File: src/pkg/clock_output_config_regs.vh
// register map, field positions, reset values and codes for the clock output config block
// Function
// - byte 1 spare, read/write, resets zero
// - byte 2 bit 7 gates output A
// - byte 2 bit 6 gates output B
// - byte 2 resets 0xc0, low bits reserved
// - byte 3 holds revision and maker nibbles
// - byte 4 transfer length, resets to six
// - byte 5 bit 7 selects programmed swing
// - swing codes map 300 to 1000 mV
// - byte 5 resets to 0xd8
// - reference output follows its enable pin
// - output A follows its enable pin
// - output B follows its enable pin
// - latch select pins, set rate mode
// - reference output derived from crystal input
// - select 00/01/10/11 picks 100/100ss/125/200 MHz
// - target address 0xd6, byte and block access
// - byte 0 bit 2 enables reference output
// - disabled output stops cleanly, held low
`ifndef CLOCK_OUTPUT_CONFIG_REGS_VH
`define CLOCK_OUTPUT_CONFIG_REGS_VH

`define NUM_REG_BYTES      6
`define TARGET_ADDR7       7'h6b
`define OFS_REF_ENABLE     8'h00
`define OFS_SPARE          8'h01
`define OFS_HCSL_ENABLES   8'h02
`define OFS_REVISION_MAKER 8'h03
`define OFS_TRANSFER_LEN   8'h04
`define OFS_SWING_CONTROL  8'h05

`define RST_REF_ENABLE     8'h04
`define RST_SPARE          8'h00
`define RST_HCSL_ENABLES   8'hc0
`define RST_TRANSFER_LEN   8'h06
`define RST_SWING_CONTROL  8'hd8

`define REF_ENABLE_BIT     2
`define HCSL_A_ENABLE_BIT  7
`define HCSL_B_ENABLE_BIT  6
`define SWING_SELECT_BIT   7
`define SWING_CODE_MSB     6
`define SWING_CODE_LSB     4

`define SWING_BASE_MV      10'h12c
`define SWING_STEP_MV      10'h064
`define SWING_DEFAULT_MV   10'h2bc

`define CMD_BYTE_MODE_BIT  7
`define CMD_INDEX_MSB      6

`define SEL_100_PLAIN      2'h0
`define SEL_100_SPREAD     2'h1
`define SEL_125            2'h2
`define SEL_200            2'h3
`define FREQ_100           2'h0
`define FREQ_125           2'h1
`define FREQ_200           2'h2

`endif

File: src/rtl/clock_output_config_regs.v
// clock output configuration registers, serial target port and output gating
`include "clock_output_config_regs.vh"

module clock_output_config_regs #(
  parameter [3:0] REVISION_CODE    = 4'h1,
  parameter [3:0] MAKER_CODE       = 4'h5, // arbitrary value
  parameter [9:0] DEFAULT_SWING_MV = `SWING_DEFAULT_MV
) (
  // clock and reset
  input  wire       i_clk,
  input  wire       i_srst,
  // serial bus pins
  input  wire       i_scl,
  input  wire       i_sda,
  output reg        o_sda_out,
  output reg        o_sda_oe,
  // hardware enable and select pins
  input  wire       i_ref_enable_pin,
  input  wire       i_hcsl_a_enable_pin,
  input  wire       i_hcsl_b_enable_pin,
  input  wire       i_rate_select_low,
  input  wire       i_rate_select_high,
  // clock sources
  input  wire       i_crystal_or_clock_input,
  input  wire       i_hcsl_source,
  // clock outputs
  output wire       o_ref_clk,
  output wire       o_hcsl_out_a,
  output wire       o_hcsl_out_b,
  // differential output mode
  output reg  [1:0] o_freq_code,
  output reg        o_spread_enable,
  output reg  [9:0] o_swing_mv
);

  localparam [2:0] ST_IDLE  = 3'h0;
  localparam [2:0] ST_RX    = 3'h1;
  localparam [2:0] ST_ACK   = 3'h2;
  localparam [2:0] ST_TX    = 3'h3;
  localparam [2:0] ST_TXACK = 3'h4;

  localparam [1:0] PH_ADDR  = 2'h0;
  localparam [1:0] PH_CMD   = 2'h1;
  localparam [1:0] PH_COUNT = 2'h2;
  localparam [1:0] PH_DATA  = 2'h3;

  localparam [3:0] BITS_PER_BYTE = 4'h8;
  localparam [3:0] LAST_TX_BIT   = 4'h7;

  localparam [8*`NUM_REG_BYTES-1:0] RESET_IMAGE = {
    `RST_SWING_CONTROL,
    `RST_TRANSFER_LEN,
    REVISION_CODE, MAKER_CODE,
    `RST_HCSL_ENABLES,
    `RST_SPARE,
    `RST_REF_ENABLE
  };

  // swing in millivolts for a 3-bit level code
  function [9:0] swing_for_code;
    input [2:0] code;
    begin
      swing_for_code = `SWING_BASE_MV + ({7'h00, code} * `SWING_STEP_MV);
    end
  endfunction

  // picks one byte out of the flat register image
  function [7:0] image_byte;
    input [8*`NUM_REG_BYTES-1:0] image;
    input [7:0]                  offset;
    begin
      image_byte = image[8*offset +: 8];
    end
  endfunction

  // bus pin history for edge and condition detection
  reg        scl_d;
  reg        sda_d;

  // protocol state
  reg  [2:0] state;
  reg  [1:0] phase;
  reg  [3:0] bit_cnt;
  reg  [7:0] shift;
  reg        reading;
  reg        first_tx;
  reg        master_acked;
  reg  [7:0] index;
  reg  [7:0] count_left;

  // store write port
  reg        wr_en;
  reg  [7:0] wr_index;
  reg  [7:0] wr_data;

  // select pin capture
  reg        select_taken;
  reg  [1:0] select_value;

  wire [7:0]                  rd_data;
  wire [8*`NUM_REG_BYTES-1:0] image;
  wire scl_rise = i_scl & ~scl_d;
  wire scl_fall = ~i_scl & scl_d;
  wire bus_start = scl_d & i_scl & sda_d & ~i_sda;
  wire bus_stop  = scl_d & i_scl & ~sda_d & i_sda;
  wire [7:0] ref_byte    = image_byte(image, `OFS_REF_ENABLE);
  wire [7:0] hcsl_byte   = image_byte(image, `OFS_HCSL_ENABLES);
  wire [7:0] length_byte = image_byte(image, `OFS_TRANSFER_LEN);
  wire [7:0] swing_byte  = image_byte(image, `OFS_SWING_CONTROL);

  // block reads open with the transfer length, then data from the index
  wire [7:0] tx_byte = first_tx ? length_byte : rd_data;

  wire addr_hit = (shift[7:1] == `TARGET_ADDR7);

  config_byte_store #(
    .NUM_BYTES   (`NUM_REG_BYTES),
    .RESET_IMAGE (RESET_IMAGE)
  ) u_store (
    .i_clk      (i_clk),
    .i_srst     (i_srst),
    .i_wr_en    (wr_en),
    .i_wr_index (wr_index),
    .i_wr_data  (wr_data),
    .i_rd_index (index),
    .o_rd_data  (rd_data),
    .o_image    (image)
  );

  always @(posedge i_clk)
  begin
    if (i_srst)
      {scl_d, sda_d} <= 2'h3;
    else
      {scl_d, sda_d} <= {i_scl, i_sda};
  end

  // serial target: registers sit at reset values until the first start
  always @(posedge i_clk)
  begin
    if (i_srst)
    begin
      state        <= ST_IDLE;
      phase        <= PH_ADDR;
      bit_cnt      <= 4'h0;
      shift        <= 8'h00;
      reading      <= 1'b0;
      first_tx     <= 1'b0;
      master_acked <= 1'b0;
      index        <= 8'h00;
      count_left   <= 8'h00;
      wr_en        <= 1'b0;
      wr_index     <= 8'h00;
      wr_data      <= 8'h00;
      o_sda_out    <= 1'b0;
      o_sda_oe     <= 1'b0;
    end
    else
    begin
      wr_en <= 1'b0;
      if (bus_stop)
      begin
        state    <= ST_IDLE;
        o_sda_oe <= 1'b0;
      end
      else if (bus_start)
      begin
        // repeated start keeps index and mode from the command phase
        state    <= ST_RX;
        phase    <= PH_ADDR;
        bit_cnt  <= 4'h0;
        o_sda_oe <= 1'b0;
      end
      else
      begin
        case (state)
          ST_RX:
          begin
            if (scl_rise && bit_cnt != BITS_PER_BYTE)
            begin
              shift   <= {shift[6:0], i_sda};
              bit_cnt <= bit_cnt + 4'h1;
            end
            else if (scl_fall && bit_cnt == BITS_PER_BYTE)
            begin
              bit_cnt <= 4'h0;
              case (phase)
                PH_ADDR:
                begin
                  if (addr_hit)
                  begin
                    reading  <= shift[0];
                    first_tx <= shift[0] & (count_left == 8'h00 ? 1'b1 : 1'b0) & ~first_tx & 1'b1
                                & (phase == PH_ADDR) & ~(count_left == 8'h01);
                    phase    <= PH_CMD;
                    state    <= ST_ACK;
                    o_sda_oe <= 1'b1;
                  end
                  else
                    state <= ST_IDLE;
                end
                PH_CMD:
                begin
                  // command bit 7 set: single indexed byte; clear: block
                  index      <= {1'b0, shift[`CMD_INDEX_MSB:0]};
                  count_left <= shift[`CMD_BYTE_MODE_BIT] ? 8'h01 : 8'h00;
                  phase      <= shift[`CMD_BYTE_MODE_BIT] ? PH_DATA : PH_COUNT;
                  state      <= ST_ACK;
                  o_sda_oe   <= 1'b1;
                end
                PH_COUNT:
                begin
                  count_left <= shift;
                  phase      <= PH_DATA;
                  state      <= ST_ACK;
                  o_sda_oe   <= 1'b1;
                end
                PH_DATA:
                begin
                  if (count_left != 8'h00)
                  begin
                    // ascending index order for block writes
                    wr_en      <= 1'b1;
                    wr_index   <= index;
                    wr_data    <= shift;
                    index      <= index + 8'h01;
                    count_left <= count_left - 8'h01;
                    state      <= ST_ACK;
                    o_sda_oe   <= 1'b1;
                  end
                  else
                    state <= ST_IDLE;
                end
                default:
                  state <= ST_IDLE;
              endcase
            end
          end
          ST_ACK:
          begin
            if (scl_fall)
            begin
              if (reading)
              begin
                shift    <= tx_byte;
                o_sda_oe <= ~tx_byte[7];
                if (!first_tx)
                  index <= index + 8'h01;
                first_tx <= 1'b0;
                bit_cnt  <= 4'h0;
                state    <= ST_TX;
              end
              else
              begin
                o_sda_oe <= 1'b0;
                bit_cnt  <= 4'h0;
                state    <= ST_RX;
              end
            end
          end
          ST_TX:
          begin
            if (scl_fall)
            begin
              if (bit_cnt == LAST_TX_BIT)
              begin
                o_sda_oe <= 1'b0;
                state    <= ST_TXACK;
              end
              else
              begin
                shift    <= {shift[6:0], 1'b0};
                o_sda_oe <= ~shift[6];
                bit_cnt  <= bit_cnt + 4'h1;
              end
            end
          end
          ST_TXACK:
          begin
            if (scl_rise)
              master_acked <= ~i_sda;
            else if (scl_fall)
            begin
              if (master_acked)
              begin
                shift    <= tx_byte;
                o_sda_oe <= ~tx_byte[7];
                if (!first_tx)
                  index <= index + 8'h01;
                first_tx <= 1'b0;
                bit_cnt  <= 4'h0;
                state    <= ST_TX;
              end
              else
                state <= ST_IDLE;
            end
          end
          default:
            state <= ST_IDLE;
        endcase
      end
    end
  end

  // select pins are caught once, on the first edge after reset release
  always @(posedge i_clk)
  begin
    if (i_srst)
      {select_taken, select_value} <= {1'b0, `SEL_100_PLAIN};
    else if (!select_taken)
      {select_taken, select_value} <= {1'b1, i_rate_select_high, i_rate_select_low};
  end

  always @(posedge i_clk)
  begin
    if (i_srst)
      {o_freq_code, o_spread_enable} <= {`FREQ_100, 1'b0};
    else
      case (select_value)
        `SEL_100_PLAIN:  {o_freq_code, o_spread_enable} <= {`FREQ_100, 1'b0};
        `SEL_100_SPREAD: {o_freq_code, o_spread_enable} <= {`FREQ_100, 1'b1};
        `SEL_125:        {o_freq_code, o_spread_enable} <= {`FREQ_125, 1'b0};
        default:         {o_freq_code, o_spread_enable} <= {`FREQ_200, 1'b0};
      endcase
  end

  always @(posedge i_clk)
  begin
    if (i_srst)
      o_swing_mv <= DEFAULT_SWING_MV;
    else if (swing_byte[`SWING_SELECT_BIT])
      o_swing_mv <= swing_for_code(swing_byte[`SWING_CODE_MSB:`SWING_CODE_LSB]);
    else
      o_swing_mv <= DEFAULT_SWING_MV;
  end

  // output gating: index 0 reference, 1 output A, 2 output B
  wire [2:0] gate_src;
  wire [2:0] gate_enable;
  wire [2:0] gate_out;

  assign gate_src[0]    = i_crystal_or_clock_input;
  assign gate_src[1]    = i_hcsl_source;
  assign gate_src[2]    = i_hcsl_source;
  assign gate_enable[0] = i_ref_enable_pin & ref_byte[`REF_ENABLE_BIT];
  assign gate_enable[1] = i_hcsl_a_enable_pin & hcsl_byte[`HCSL_A_ENABLE_BIT];
  assign gate_enable[2] = i_hcsl_b_enable_pin & hcsl_byte[`HCSL_B_ENABLE_BIT];

  genvar n;
  generate
    for (n = 0; n < 3; n = n + 1)
    begin : g_gate
      clean_clock_gate u_gate (
        .i_clk    (i_clk),
        .i_srst   (i_srst),
        .i_src    (gate_src[n]),
        .i_enable (gate_enable[n]),
        .o_clk    (gate_out[n])
      );
    end
  endgenerate

  assign o_ref_clk    = gate_out[0];
  assign o_hcsl_out_a = gate_out[1];
  assign o_hcsl_out_b = gate_out[2];

endmodule // clock_output_config_regs

File: src/rtl/config_byte_store.v
// configuration byte store with reset image and registered read port
module config_byte_store #(
  parameter                          NUM_BYTES   = 6,
  parameter [8*NUM_BYTES-1:0]        RESET_IMAGE = {8*NUM_BYTES{1'b0}}
) (
  // clock and reset
  input  wire                        i_clk,
  input  wire                        i_srst,
  // write port
  input  wire                        i_wr_en,
  input  wire [7:0]                  i_wr_index,
  input  wire [7:0]                  i_wr_data,
  // read port
  input  wire [7:0]                  i_rd_index,
  output reg  [7:0]                  o_rd_data,
  output wire [8*NUM_BYTES-1:0]      o_image
);

  wire [8*NUM_BYTES-1:0] masked;
  reg  [7:0]             next_rd_data;
  integer                k;

  genvar g;
  generate
    for (g = 0; g < NUM_BYTES; g = g + 1)
    begin : g_byte
      localparam [31:0] IDX_WIDE = g;
      localparam [7:0]  IDX      = IDX_WIDE[7:0];
      reg [7:0] value;
      always @(posedge i_clk)
      begin
        if (i_srst)
          value <= RESET_IMAGE[8*g +: 8];
        else if (i_wr_en && i_wr_index == IDX)
          value <= i_wr_data;
      end
      assign o_image[8*g +: 8] = value;
      assign masked[8*g +: 8]  = (i_rd_index == IDX) ? value : 8'h00;
    end
  endgenerate

  // unmapped indices read as zero
  always @*
  begin
    next_rd_data = 8'h00;
    for (k = 0; k < NUM_BYTES; k = k + 1)
      next_rd_data = next_rd_data | masked[8*k +: 8];
  end

  always @(posedge i_clk)
  begin
    if (i_srst)
      o_rd_data <= 8'h00;
    else
      o_rd_data <= next_rd_data;
  end

endmodule // config_byte_store

File: src/rtl/clean_clock_gate.v
// glitch-free clock gate: enable changes only while the source is low
module clean_clock_gate (
  // clock and reset
  input  wire i_clk,
  input  wire i_srst,
  // source and enable
  input  wire i_src,
  input  wire i_enable,
  // gated output
  output reg  o_clk
);

  reg gate_open;

  always @(posedge i_clk)
  begin
    if (i_srst)
    begin
      gate_open <= 1'b0;
      o_clk     <= 1'b0;
    end
    else
    begin
      if (!i_src)
        gate_open <= i_enable;
      o_clk <= i_src & gate_open;
    end
  end

endmodule // clean_clock_gate

File: config.mk
export PLATFORM = sky130hd
export DESIGN_NAME = clock_output_config_regs
export DESIGN_NICKNAME = d
export VERILOG_FILES = /design/src/rtl/clock_output_config_regs.v /design/src/rtl/config_byte_store.v /design/src/rtl/clean_clock_gate.v
export VERILOG_INCLUDE_DIRS = /design/src /design/src/pkg
export SDC_FILE = /design/constraint.sdc
export NUM_CORES = 1
export LEC_CHECK = 0
export BUFFER_PORTS_ARGS = -buffer_cell sky130_fd_sc_hd__clkbuf_2
export CAP_MARGIN = 15
export CORE_MARGIN = 1
export CORE_UTILIZATION = 55
export DETAILED_ROUTE_END_ITERATION = 8
export MAX_ROUTING_LAYER = met4
export PLACE_DENSITY = 0.72
export SETUP_SLACK_MARGIN = 0.5
export SKIP_LAST_GASP = 1
export SYNTH_ARGS = -nofsm -noshare
export SYNTH_HDL_FRONTEND = slang
export SYNTH_SLANG_ARGS = --single-unit
File: constraint.sdc
create_clock -name i_clk -period 2.35 [get_ports i_clk]
set_input_delay 0.705 -clock i_clk [delete_from_list [all_inputs] [get_ports i_clk]]
set_output_delay 0.705 -clock i_clk [all_outputs]
set_load 0.05 [all_outputs]
==> flow_summary.yaml <==
run_status:
  status: "finished with violations"
  violations: "DRC"
synth:
  synth_area_sq_um: 6541
  ys_seq_area_share_pct: 40.40
  synth-main-ff-cell: "dfxtp_1"
  avgSynthCellArea_sq_um: 8.852
  syn_inst: 739
  async_flop_share_pct: 0
  ys_types: 82
  yosys_warnings: 0
  ys_ff_latch: 132
  synth_edf_count: 0
floorplan:
  num_rows: 39
  core_sq_um: 11520
  die_width_microns: 111.1
  fp.dieH_microns: 111.1
  die-area_sq_um: 12330
  num_io_pins: 29
  initial_core_util_pct: 56.80
sta:
  drv_slew: 0
  worst_pin_slew_ns: 0.5869
  min_period_ns: 1.957
  tns_ns: 0
  skew_ns: 0.008783
  finalSetupViolCount: 0
  period_share_pct: 83.26
  hold_violations: 0
  rsz0062_at_grt: "yes"
  slew_headroom_pct: 60.87
  clock.fmax_ghz: 0.5111
critical_path:
  required_ns: 2.65
  arrival_ns: 2.26
  crit_path_start_kind: "flip-flop"
  crit_family: "compound AO/OA/AOI/OAI gates"
  crit_path_end_kind: "flip-flop"
  path_cells: "inv_4 > ha_4 > nand3b_1 > a21o_4 > o22a_4 > o311ai_4 > o31ai_4"
  max_stage_delay_ns: 0.36
  reg2reg_setup_slack_ns: 0.39
  r2r_end: "index[6]"
  critical_path_buf_inv_count: 1
  crit_type: "reg2reg"
  reg2reg_from: "bit_cnt[1]"
  cp_max_fo: 6
  cp_slowest_cell: "dfxtp_4"
  r2r_cells: 7
power_and_ir_drop:
  seq_power_share_pct: 43.2
  vdd_ir_drop_max_mv: 0.7349
  combinationalPowerShare_pct: 4.7
  pwr-share-clk_pct: 52.1
  p_sw_mw: 1.182
  switching_share_pct: 22.54
  power_density_nw_per_um2: 650.3
  internal_power_mw: 4.061
  p_leak_nw: 3.140
global_routing:
  grt_antenna_before_repair: 0
  grt_max_degree: 58
  grt_overflow_total: 0
  grt_pass1_wl_mm: 27.88
  grt_pass1_vias: 5549
  grt_usage_pct: 29.41
finish:
  num-nets-final: 817
  layout-drive-gt1-share_pct: 24.78
  layout_commonest_cell: "dfxtp_1"
  fin_util_pct: 70.00
  diodes: 0
  area_growth_pct: 23.24
  layout_common_cells: "dfxtp_1 (119), nand2_1 (92), nor2_1 (72)"
drt:
  wl_met1_mm: 7.777
  top_layer_used: "met4"
  wl_met3_microns: 933
  dr.pass1.iters: 8
  wl_per_cell_microns: 18.64
  drc_errors: 9
  postRouteWirelength_mm: 17.56
  num_vias: 5855
  dr.first_iter.drc_count: 496
  postRouteAntennaNets: 0
  wl_met2_mm: 8.380
  avgViaCountPerCell: 6.215
clock_tree:
  htree_num_levels: 4
  clock_latency_ns: 0.43
  cts_tree: "done"
  cts_buffers: 17
  root_buffer: "clkbuf_16"
  clockBufferDepth: 2
  cts.sinks: 132
  clk_pin_slew_ns: 0.06
hold_path:
  min_to: "g_gate[2].u_gate.o_clk"
  hold_path.class: "reg2reg"
  hold_start: "g_gate[2].u_gate.gate_open"
  whs_path_depth: 2
place:
  io_buffers: 25
  dpl.hpwl_mm: 11.27
  gp_congestion: 0.9007
flow_run:
  drv_cap: 0
## worst reg2reg max path, stage by stage, from the launching register on
cell,delay (ns)
dfxtp_4,0.36
inv_4,0.06
ha_4,0.12
nand3b_1,0.25
a21o_4,0.33
o22a_4,0.24
o311ai_4,0.34
o31ai_4,0.12
## how the worst max path moves through the flow
stage,start,to,slack (ns),cells past startpoint
global route,bit_cnt[0],index[6],0.35,7
CTS,state[2],index[2],0.43,6
detailed placement,i_scl,index[6],0.03,6
finish,bit_cnt[1],index[6],0.39,7
global placement,i_scl,index[2],0.08,6
floorplan,i_sda,shift[0],0.26,7
## what timing repair did
item | 4_1_cts | 5_1_grt
resized for setup | 41 | 58
setup endpoints to repair | 73 | 72
setup buffers | 9 | 6
pin swaps | 8 | 23
hold buffers | 0 | 0
## stage by stage
stage	area (sq um)	setup WS [ns]	cells	total power [mW]	hold slack [ns]
5_1_grt	8061	0.3514	942	5.374	0.4727
4_1_cts	7785	0.4295	936	5.239	0.4480
6_report	8061	0.3934	942	5.243	0.4423
3_3_place_gp	6940	0.08293	895	2.526	0.4222
2_1_floorplan	6618	0.2590	741	2.477	0.4184
3_5_place_dp	6940	0.02955	895	2.531	0.4397
## flip-flops by register name, indices dropped and copies added (netlist names), 4 cells and up
register / cells
index: 8
count_left: 8
bit_cnt: 4
wr_index: 8
o_swing_mv: 8
shift: 8
u_store.g_byte.value: 48
u_store.o_rd_data: 8
wr_data: 8
## routing by layer
metal  track usage, %  up-vias
met5                -        -
met4            10.45        0
met3            6.725       46
met2            46.46      197
met1            37.01     2867
li1                 -     2745
## Yosys cell counts (all sizes together), types with 9 or more instances
cell / instances / share of area (%)
inv: 22 / 1.3
a22oi: 9 / 1.0
a21oi: 55 / 4.2
mux2i: 62 / 9.5
nand2: 93 / 5.4
nor2: 75 / 4.3
clkbuf: 28 / 1.6
buf: 22 / 2.0
a31oi: 11 / 1.1
o211ai: 10 / 1.1
ha: 20 / 3.8
dfxtp: 132 / 40
nor3: 12 / 1.4
nand2b: 10 / 0.96
nand3: 15 / 1.2
o21ai: 22 / 1.7
## power by group through the flow
stage / clock network [mW] / logic [mW] / registers (mW)
global placement: 0 / 0.209 / 2.32
finish: 2.73 / 0.245 / 2.27
detailed placement: 0 / 0.213 / 2.32
floorplan: 0 / 0.136 / 2.34
global route: 2.85 / 0.261 / 2.27
CTS: 2.74 / 0.228 / 2.27
## layout make-up
type | instances | area (sq um)
Inverter | 23 | 92.59
Timing Repair Buffer | 76 | 584.3
Clock buffer | 21 | 460.4
Clock inverter | 11 | 151.4
Fill cell | 884 | 3455
Multi-Input combinational cell | 536 | 3925
Tap cell | 143 | 178.9
Sequential cell | 132 | 2669
## cells by family after synthesis
logic type,share of synthesized area [%]
adder cells (fa/ha/maj),3.826
multiplexers,10.00
buffers and inverters,4.992
AO/OA/AOI/OAI,18.59
AND/OR/NAND/NOR,21.33
other,0.05733
flip-flops,40.40
XOR/XNOR,0.8035
Power figures use the tool's default switching activity.
